===== src/shared/sldw_defs.svh =====
// Purpose: register offsets, field positions and reset values of the
//          segment LCD waveform driver
// Assumes: APB byte addressing, one 32-bit word per register
// Notes:   definitions only
`ifndef SLDW_DEFS_SVH
`define SLDW_DEFS_SVH

// ----------------------------------------------------------------
// Register offsets
// ----------------------------------------------------------------
`define SLDW_OFF_CTRL0 8'h00
`define SLDW_OFF_CTRL1 8'h04
`define SLDW_OFF_FPEN 8'h08
`define SLDW_OFF_STATUS 8'h0C
`define SLDW_OFF_SEG0 8'h10
`define SLDW_OFF_SEG3 8'h1C

// ----------------------------------------------------------------
// Field positions
// ----------------------------------------------------------------
`define SLDW_C0_PRESC 2:0
`define SLDW_C0_BIAS 3
`define SLDW_C0_DUTY 5:4
`define SLDW_C0_EN 7
`define SLDW_C1_RUNPS 0
`define SLDW_C1_HALTW 1

// ----------------------------------------------------------------
// Reset values and codes
// ----------------------------------------------------------------
`define SLDW_RST_PRESC 3'h0
`define SLDW_RST_BIAS 1'h0
`define SLDW_DUTY_QUARTER 2'h0
`define SLDW_DUTY_FULL 2'h1
`define SLDW_DUTY_HALF 2'h2
`define SLDW_DUTY_THIRD 2'h3
`define SLDW_LVL_V0 2'h0
`define SLDW_LVL_V1 2'h1
`define SLDW_LVL_V2 2'h2
`define SLDW_LVL_V3 2'h3
`define SLDW_PRESCALE_BASE 1024
`define SLDW_BP_NUM 4
`define SLDW_FP_NUM 32

`endif


===== src/shared/sldw_pkg.sv =====
// Purpose: types shared by the segment LCD waveform driver
// Assumes: 8-bit APB address, 32-bit APB data
// Notes:   offsets and codes live in sldw_defs.svh
`default_nettype none
package sldw_pkg;

   typedef enum logic [1:0] {
      BIAS_FULL,
      BIAS_HALF,
      BIAS_THIRD
   } sldw_bias_t;

   typedef struct packed {
      logic psel;
      logic penable;
      logic pwrite;
      logic [7:0] paddr;
      logic [31:0] pwdata;
   } sldw_apb_req_t;

   typedef struct packed {
      logic [31:0] prdata;
      logic pready;
      logic pslverr;
   } sldw_apb_rsp_t;

   typedef struct packed {
      logic [7:0] bpLevel;
      logic [3:0] bpOe;
      logic [63:0] fpLevel;
      logic [31:0] fpOe;
   } sldw_pins_t;

endpackage

`default_nettype wire


===== src/sldw_driver.sv =====
// Purpose: segment LCD waveform driver with APB register slave
// Assumes: inputs synchronous to clk; pin levels coded V0..V3
// Notes:   segment memory is not reset and keeps its contents
//
// Functional notes
// - Reset selects quarter duty with one-third bias, all backplanes used.
// - Reset clears frontplane enables and global enable; all pins undriven.
// - LCD clock divides oscillator clock by 1024 shifted left by prescale code.
// - Frame lasts as many LCD clock periods as active backplanes.
// - Stored one drives segment ON when global and frontplane enables set.
// - Stored zero drives the waveform pair that keeps segment OFF.
// - Segment memory readable and writable by bus at any time.
// - Enable access leaves segment memory alone; memory not reset.
// - Frontplane waveform appears only while global enable also set.
// - Five modes: 1/1 two levels, 1/2 three or four, 1/3, 1/4.
// - Duty code 01 full, 10 half, 11 third, 00 quarter.
// - Bias bit matters only at half duty; others fixed bias.
// - Unused backplane outputs stay undriven.
// - Backplane waveforms repeat every frame, independent of memory.
// - Frontplane waveform built from its segment bits per backplane slot.
// - Wait with halt bit set stops clocks, enabled pins to ground.
// - Pseudo-halt without run bit stops clocks, enabled pins to ground.
// - Memory and control registers kept through wait and pseudo-halt.
//
// Decided for this implementation: the placing of the registers and the APB register port.
`include "sldw_defs.svh"
`timescale 1ns/100ps
`default_nettype none

module sldw_driver
   import sldw_pkg::*;
#(
   parameter int PRESCALE_BASE = `SLDW_PRESCALE_BASE
) (
   input wire logic clk,                 // 20 MHz clock, also oscillator_clock
   input wire logic resetn,              // Synchronous reset, active low
   input wire logic clkEn,               // Freezes all state while low, except while resetn is low
   input wire logic waitMode,            // Chip is in wait mode
   input wire logic pseudoHaltMode,      // Chip is in pseudo-halt mode
   input wire sldw_apb_req_t apbReq,     // APB request from master
   output var sldw_apb_rsp_t apbRsp,     // APB answer, registered
   output var sldw_pins_t pins           // Electrode levels and enables
);

   // ----------------------------------------------------------------
   // State
   // ----------------------------------------------------------------
   typedef struct packed {
      logic [2:0] presc;
      logic biasSel;
      logic [1:0] duty;
      logic globalEn;
      logic haltInWait;
      logic runInPseudo;
      logic [31:0] fpEn;
      logic [127:0] seg;
      logic [16:0] div;
      logic phase;
      logic [1:0] slot;
      sldw_apb_rsp_t rsp;
      sldw_pins_t pins;
   } sldw_state_t;

   sldw_state_t st;
   sldw_state_t next_st;

   // ----------------------------------------------------------------
   // Helper functions
   // ----------------------------------------------------------------
   // Number of backplanes used for a duty code
   function automatic logic [2:0] bpCount(input logic [1:0] duty);
      case (duty)
         `SLDW_DUTY_FULL: bpCount = 3'h1;
         `SLDW_DUTY_HALF: bpCount = 3'h2;
         `SLDW_DUTY_THIRD: bpCount = 3'h3;
         default: bpCount = 3'h4;
      endcase
   endfunction

   // Bias follows duty; the bias bit only counts at half duty
   function automatic sldw_bias_t biasOf(input logic [1:0] duty,
                                         input logic biasSel);
      case (duty)
         `SLDW_DUTY_FULL: biasOf = BIAS_FULL;
         `SLDW_DUTY_HALF: biasOf = biasSel ? BIAS_THIRD : BIAS_HALF;
         default: biasOf = BIAS_THIRD;
      endcase
   endfunction

   // Backplane level: selected slot swings between the rails,
   // idle slots sit on the middle levels, except at full bias where they also swing
   function automatic logic [1:0] bpWave(input logic active,
                                         input logic phase,
                                         input sldw_bias_t bias);
      if (active || bias == BIAS_FULL) begin
         bpWave = phase ? `SLDW_LVL_V0 : `SLDW_LVL_V3;
      end else if (bias == BIAS_HALF) begin
         bpWave = `SLDW_LVL_V1;
      end else begin
         bpWave = phase ? `SLDW_LVL_V2 : `SLDW_LVL_V1;
      end
   endfunction

   // Frontplane level: ON is the inverse of the selected backplane
   function automatic logic [1:0] fpWave(input logic on,
                                         input logic phase,
                                         input sldw_bias_t bias);
      if (on) begin
         fpWave = phase ? `SLDW_LVL_V3 : `SLDW_LVL_V0;
      end else if (bias == BIAS_FULL) begin
         fpWave = phase ? `SLDW_LVL_V0 : `SLDW_LVL_V3;
      end else if (bias == BIAS_HALF) begin
         fpWave = `SLDW_LVL_V1;
      end else begin
         fpWave = phase ? `SLDW_LVL_V1 : `SLDW_LVL_V2;
      end
   endfunction

   // Half of one LCD clock period in clk cycles
   function automatic logic [16:0] halfPeriod(input logic [2:0] presc);
      logic [17:0] full;
      full = 18'(PRESCALE_BASE) << presc;
      halfPeriod = full[17:1];
   endfunction

   // ----------------------------------------------------------------
   // Derived control
   // ----------------------------------------------------------------
   logic halted;
   logic [2:0] nBp;
   sldw_bias_t bias;

   assign halted = (waitMode && st.haltInWait)
                   || (pseudoHaltMode && !st.runInPseudo);
   assign nBp = bpCount(st.duty);
   assign bias = biasOf(st.duty, st.biasSel);

   // ----------------------------------------------------------------
   // Next state
   // ----------------------------------------------------------------
   always_comb begin
      logic [16:0] half;
      logic [1:0] segIdx;
      half = halfPeriod(st.presc);
      segIdx = apbReq.paddr[3:2];
      next_st = st;

      // APB slave: answer prepared in setup, pready in access
      next_st.rsp.pready = 1'b0;
      next_st.rsp.pslverr = 1'b0;
      if (apbReq.psel && !apbReq.penable) begin
         next_st.rsp.pready = 1'b1;
         next_st.rsp.prdata = 32'h0000_0000;
         case (apbReq.paddr)
            `SLDW_OFF_CTRL0: begin
               next_st.rsp.prdata[`SLDW_C0_PRESC] = st.presc;
               next_st.rsp.prdata[`SLDW_C0_BIAS] = st.biasSel;
               next_st.rsp.prdata[`SLDW_C0_DUTY] = st.duty;
               next_st.rsp.prdata[`SLDW_C0_EN] = st.globalEn;
            end
            `SLDW_OFF_CTRL1: begin
               next_st.rsp.prdata[`SLDW_C1_RUNPS] = st.runInPseudo;
               next_st.rsp.prdata[`SLDW_C1_HALTW] = st.haltInWait;
            end
            `SLDW_OFF_FPEN: begin
               next_st.rsp.prdata = st.fpEn;
            end
            `SLDW_OFF_STATUS: begin
               next_st.rsp.prdata[1:0] = st.slot;
               next_st.rsp.prdata[2] = st.phase;
               next_st.rsp.prdata[3] = halted;
               next_st.rsp.prdata[4] = st.globalEn && !halted;
            end
            default: begin
               // segment memory read at any time
               if (apbReq.paddr >= `SLDW_OFF_SEG0
                   && apbReq.paddr <= `SLDW_OFF_SEG3
                   && apbReq.paddr[1:0] == 2'h0) begin
                  next_st.rsp.prdata = st.seg[32 * segIdx +: 32];
               end else begin
                  next_st.rsp.pslverr = 1'b1;
               end
            end
         endcase
      end

      // Writes take effect at the edge that completes the access
      if (apbReq.psel && apbReq.penable && st.rsp.pready
          && apbReq.pwrite && !st.rsp.pslverr) begin
         case (apbReq.paddr)
            `SLDW_OFF_CTRL0: begin
               next_st.presc = apbReq.pwdata[`SLDW_C0_PRESC];
               next_st.biasSel = apbReq.pwdata[`SLDW_C0_BIAS];
               next_st.duty = apbReq.pwdata[`SLDW_C0_DUTY];
               next_st.globalEn = apbReq.pwdata[`SLDW_C0_EN];
            end
            `SLDW_OFF_CTRL1: begin
               next_st.runInPseudo = apbReq.pwdata[`SLDW_C1_RUNPS];
               next_st.haltInWait = apbReq.pwdata[`SLDW_C1_HALTW];
            end
            `SLDW_OFF_FPEN: begin
               next_st.fpEn = apbReq.pwdata;
            end
            `SLDW_OFF_STATUS: begin
               next_st.fpEn = st.fpEn;
            end
            default: begin
               // segment memory written at any time
               next_st.seg[32 * segIdx +: 32] = apbReq.pwdata;
            end
         endcase
      end

      // Frame timing
      if (!st.globalEn) begin
         next_st.div = 17'h0_0000;
         next_st.phase = 1'b0;
         next_st.slot = 2'h0;
      end else if (!halted) begin
         // divider of 1024 << prescale, two halves per period
         if (st.div >= half - 17'h0_0001) begin
            next_st.div = 17'h0_0000;
            next_st.phase = !st.phase;
            if (st.phase) begin
               // one slot per LCD clock, wrap after nBp
               if ({1'b0, st.slot} >= nBp - 3'h1) begin
                  next_st.slot = 2'h0;
               end else begin
                  next_st.slot = st.slot + 2'h1;
               end
            end
         end else begin
            next_st.div = st.div + 17'h0_0001;
         end
      end
      // when halted divider, phase and slot simply hold; pin levels go to V0 below

      // Backplane pins
      for (int b = 0; b < `SLDW_BP_NUM; b++) begin
         next_st.pins.bpOe[b] = st.globalEn && (b < int'(nBp));
         if (halted) begin
            next_st.pins.bpLevel[2 * b +: 2] = `SLDW_LVL_V0;
         end else begin
            next_st.pins.bpLevel[2 * b +: 2] =
               bpWave(st.slot == 2'(b), st.phase, bias);
         end
      end

      // Frontplane pins
      for (int f = 0; f < `SLDW_FP_NUM; f++) begin
         next_st.pins.fpOe[f] = st.globalEn && st.fpEn[f];
         if (halted) begin
            next_st.pins.fpLevel[2 * f +: 2] = `SLDW_LVL_V0;
         end else begin
            // ON or OFF per slot from memory
            next_st.pins.fpLevel[2 * f +: 2] =
               fpWave(st.seg[4 * f + int'(st.slot)], st.phase, bias);
         end
      end

      // modes via duty and bias decode above
      if (!resetn) begin
         next_st.duty = `SLDW_DUTY_QUARTER;
         next_st.biasSel = `SLDW_RST_BIAS;
         next_st.presc = `SLDW_RST_PRESC;
         // all enables cleared, all pins undriven
         next_st.globalEn = 1'b0;
         next_st.fpEn = 32'h0000_0000;
         next_st.haltInWait = 1'b0;
         next_st.runInPseudo = 1'b0;
         next_st.div = 17'h0_0000;
         next_st.phase = 1'b0;
         next_st.slot = 2'h0;
         next_st.rsp = '0;
         next_st.pins = '0;
      end
   end

   // ----------------------------------------------------------------
   // Registers
   // ----------------------------------------------------------------
   always_ff @(posedge clk) begin
      if (clkEn || !resetn) begin
         st <= next_st;
      end
   end

   assign apbRsp = st.rsp;
   assign pins = st.pins;

endmodule

`default_nettype wire


===== config.mk =====
export PLATFORM = sky130hd
export DESIGN_NAME = sldw_driver
export DESIGN_NICKNAME = d
export VERILOG_FILES = /design/src/shared/sldw_pkg.sv /design/src/sldw_driver.sv
export VERILOG_INCLUDE_DIRS = /design/src /design/src/shared
export SDC_FILE = /design/constraint.sdc
export NUM_CORES = 1
export LEC_CHECK = 0
export BUFFER_PORTS_ARGS = -buffer_cell sky130_fd_sc_hd__buf_4
export CORE_ASPECT_RATIO = 1.75
export CORE_MARGIN = 10
export CORE_UTILIZATION = 59
export DETAILED_ROUTE_END_ITERATION = 16
export GPL_ROUTABILITY_DRIVEN = 0
export PLACE_DENSITY = 0.8
export SLEW_MARGIN = 20
export SYNTH_ARGS = -nofsm -noshare
export SYNTH_HDL_FRONTEND = slang
export SYNTH_SLANG_ARGS = --single-unit

===== constraint.sdc =====
create_clock -name clk -period 6.2 [get_ports clk]
set_clock_uncertainty 0.05 [all_clocks]
set_input_delay 0.93 -clock clk [delete_from_list [all_inputs] [get_ports clk]]
set_output_delay 0.93 -clock clk [all_outputs]
set_load 0.005 [all_outputs]

**After elaboration in Yosys (flattened, before gate mapping)**

Cells that the tools add are included.

- Memory bits (writable): 0
- Logic and storage cells: 357
- Flip-flop bits (word level): 331
- Memories kept: 0
- Input port bits: 48
- Latch bits: 0
- Output and inout bits: 142
- Memory bits (read-only): 0

- $mul: 0
- Reduce and logical (&&, ||, !) cells: 76
- Shift-type cells: 4
- Bitwise gates (word level): 3
- Magnitude comparators: 40
- Div/mod/pow operators: 0
- Eq/ne operators: 18
- Multiplexer cells: 162
- $add $sub $neg: 36

Operator list:

| kind | count |
|---|---|
| binary-select mux 1 bit (select 7 bit) | 31 |
| two-way mux 169 bit | 1 |
| adder 7 x 2 -> 8 bit, first input constant | 16 |
| bitwise mux 128 bit | 1 |
| < comparator 8 bit, second input constant | 16 |
| two-way mux 128 bit | 1 |
| variable shift 32 x 34 -> 128 bit, first input constant | 1 |
| indexed part select 128 x 8 -> 32 bit | 1 |
| indexed part select 32 x 34 -> 128 bit | 1 |
| two-way mux 2 bit | 47 |
| two-way mux 1 bit | 65 |
| < comparator 7 x 8 -> 1 bit, second input constant | 8 |
| two-way mux 32 bit | 2 |
| adder 6 x 2 -> 7 bit, first input constant | 8 |
| one-hot mux 24 bit (2 select lines) | 1 |
| logical AND 1 bit | 46 |
| two-way mux 34 bit | 1 |
| negator 7 -> 34 bit | 1 |
| < comparator 6 x 8 -> 1 bit, second input constant | 4 |
| adder 5 x 2 -> 6 bit, first input constant | 4 |
| two-way mux 20 bit | 1 |
| left shift 11 x 3 -> 18 bit, first input constant | 1 |
| adder 17 x 1 -> 17 bit, second input constant | 1 |
| greater-or-equal comparator 17 bit | 1 |
| 42 further kinds | 79 |

**Depth between registers and ports, before layout**

- Depth after elaboration: 8
- Mapped depth: 9
- Mapped depth without buffers: 6

**Worst setup path after synthesis**

Ideal clock, no wire load.

- Path type: input to register
- Start: input resetn
- End: register with a tool-made name
- Stages: 4
- Setup slack: 0.812 ns
- Path buffers: 1
- Arrival: 4.946 ns
- Required time: 5.758 ns
- Path through: buf_2 > nand2b_1 > and3b_1 > and2_1

RTL lines:

| item | line | RTL |
|---|---|---|
| from (decl) | sldw_driver.sv:36 | `input wire logic resetn,` |

==> results.cfg <==
[cts]
clk-insertion-delay-late_ns = 0.57
hold_buffers = 0
clockBufferDepth = 3
cts_buffers = 29
clockRootBuffer = clkbuf_16
numClockSinks = 331
post_cts_buffers = 0
htree_levels = 1
cts.clk_slew.worst_paths_ns = 0.07
cts.repair.resized = 0
cts_tree = built

[die]
rows = 81
die_h_um = 242.3
initial_utilization = 0.5979
io_pins = 190
core_area_sq_um = 27870
die_area_sq_um = 35630
die_x_um = 147.0

[yosys]
synth_area_leaders = edfxtp_1, mux4_2, buf_4, and2_1, mux2i_1
synth_edf_count = 331
synth_cell_type_count = 53
synth.top_cell.area_share = 0.5965
ys_seq_elements = 331
yosys_warnings = 0
synth_fp_nets = 1284
synthArstFlopShare = 0
synth-seq-area-share = 0.5965
synth_top_area_cell = edfxtp_1
synthCells = 1213
synth_area_per_cell_sq_um = 13.74
yosys-top-cells-count = edfxtp_1, buf_4, and2_1
synth_area_sq_um = 16660
synth_top_flop_cell = edfxtp_1
yosysMostFrequentCell = edfxtp_1

[pwr]
sw_frac_of_total = 0.2276
pwr-share-seq = 0.534
intPower_mw = 3.737
pwr-share-comb = 0.096
pwr_density_cell_nw_per_um2 = 265.8
power_switching_mw = 1.101
p_leak_nw = 7.122
vdd_ir_drop_max_mv = 0.2140
clock_power_share = 0.370

[timing]
rsz0062_at_grt = false
fmax_ghz = 0.2613
period_minus_slack_ns = 3.828
worst_pin_slew_ns = 1.048
timing.setup.tns_ns = 0
final_hold_viol_count = 0
setup_viol = 0
slew_headroom = 0.2974
report.final.slew_viol_count = 0
finalWorstSetupSlack_ns = 2.372
period_share = 0.6174

[grt]
overflow = 0
grt_usage = 0.2104
grt_pass1_vias = 10020
grt_max_degree = 82
grt_pass1_wl_mm = 58.71
antenna_found_initial = 3

[routing]
ant_nets = 0
dr.pass1.iters = 5
via_per_inst = 5.969
routed_wl_mm = 38.89
wl_per_cell_um = 24.02
drc = 0
via_count = 9664
drtIter0Drc = 885

[setup_path]
reg2reg_slack_ns = 3.40
crit_arrival_ns = 4.01
endpoint_kind = register
critPathKind = input pin to register
start_kind = input pin
crit_path_max_fanout = 37
cp.required_ns = 6.38

[run_status]
status = finished clean

[min_path]
min_path_type = register to register

[final_layout]
drive_gt1_frac = 0.2667
area_growth_pct = 9.228
nets = 1297
fin_util = 0.6531
multi_input_area_sq_um = 5253
regArea_sq_um = 9940
num-fill-cells = 1922
fin_cells = 1619

[place]
io_buffer_count = 189
dpl.hpwl_mm = 26.52
dp_cells = 1568
place_ws_ns = 1.854

[run]
maxCapViolations = 0
-- power by group through the flow --
stage / clock network, mW / registers, mW / logic [mW]
after floorplan: 0 / 2.62 / 0.339
after global placement: 0 / 2.63 / 0.453
final: 1.79 / 2.58 / 0.466
after global routing: 1.89 / 2.59 / 0.506
after detailed placement: 0 / 2.63 / 0.468
after CTS: 1.81 / 2.58 / 0.472
-- path summary, 6_finish.rpt --
kind                            endpoint  cells past startpoint        from
worst min-delay path            pins[11]                      1     st[301]
worst min register to register  pins[11]                      1     st[301]
worst max register to register  register                      5   apbRsp[0]
worst max-delay path            register                      8  apbReq[34]
-- worst max-delay path, cell delays in order --
cell and delay [ns]:
buf_4 0.55, inv_1 0.25, ha_1 0.41, nor4_1 0.39, nor4_2 0.11, and3b_1 0.26
and2_1 0.69, buf_4 0.39
-- per-stage QoR --
| stage | hold WS, ns | instance area [sq um] | total power, mW |
|---|---|---|---|
| floorplan | 0.4982 | 16660 | 2.959 |
| global placement | 0.5067 | 17260 | 3.084 |
| detailed placement | 0.5115 | 17260 | 3.100 |
| CTS | 0.5293 | 18190 | 4.861 |
| global route | 0.5492 | 18200 | 4.983 |
| finish | 0.5392 | 18200 | 4.838 |
-- per-layer routing --
layer,GRT usage,vias to the layer above,part of all wire
li1,-,4360,-
met1,0.2327,4801,0.34
met2,0.3874,411,0.54
met3,0.03927,88,0.076
met4,0.07899,4,0.036
met5,0,-,0.0010
-- kinds of logic (layout without fill, tap and decap cells) --
logic type / count (synthesis) / count (layout) / synth area share
AOI/OAI and AO/OA: 81 / 81 / 0.03386
xor gates and xnor gates: 10 / 10 / 0.005256
adders and majority gates: 23 / 23 / 0.01727
buffers and inverters: 240 / 272 / 0.09070
DFF: 331 / 331 / 0.5965
muxes: 128 / 128 / 0.1252
other: 1 / 2 / 0.0002250
and+or+nand+nor: 399 / 399 / 0.1310
-- layout make-up --
cell class / instances / share of cell area
Clock buffer: 32 / 0.04049
Sequential cell: 331 / 0.5461
Antenna cell: 1 / 0.0001375
Clock inverter: 18 / 0.01059
Tap cell: 373 / 0.02564
Inverter: 15 / 0.003093
Timing Repair Buffer: 207 / 0.08538
Multi-Input combinational cell: 642 / 0.2886
-- cells in the final DEF, fill, tap and decap left out, types with 4 or more instances in the layout --
| master | n |
|---|---|
| ha_1 | 23 |
| a22oi_1 | 36 |
| a211oi_1 | 6 |
| o21ai_0 | 8 |
| and2_1 | 133 |
| xnor2_1 | 5 |
| a21oi_1 | 11 |
| edfxtp_1 | 331 |
| nand3_1 | 15 |
| nor3_1 | 16 |
| o21a_1 | 4 |
| buf_4 | 207 |
| clkinv_2 | 4 |
| nand4_1 | 7 |
| xor2_1 | 5 |
| mux4_2 | 63 |
| clkinvlp_4 | 5 |
| mux2i_1 | 64 |
| nand2_1 | 17 |
| and3_1 | 67 |
| or3_1 | 4 |
| nor2_1 | 110 |
| clkbuf_16 | 29 |
| inv_1 | 15 |
(Power assumes the default switching activity.)
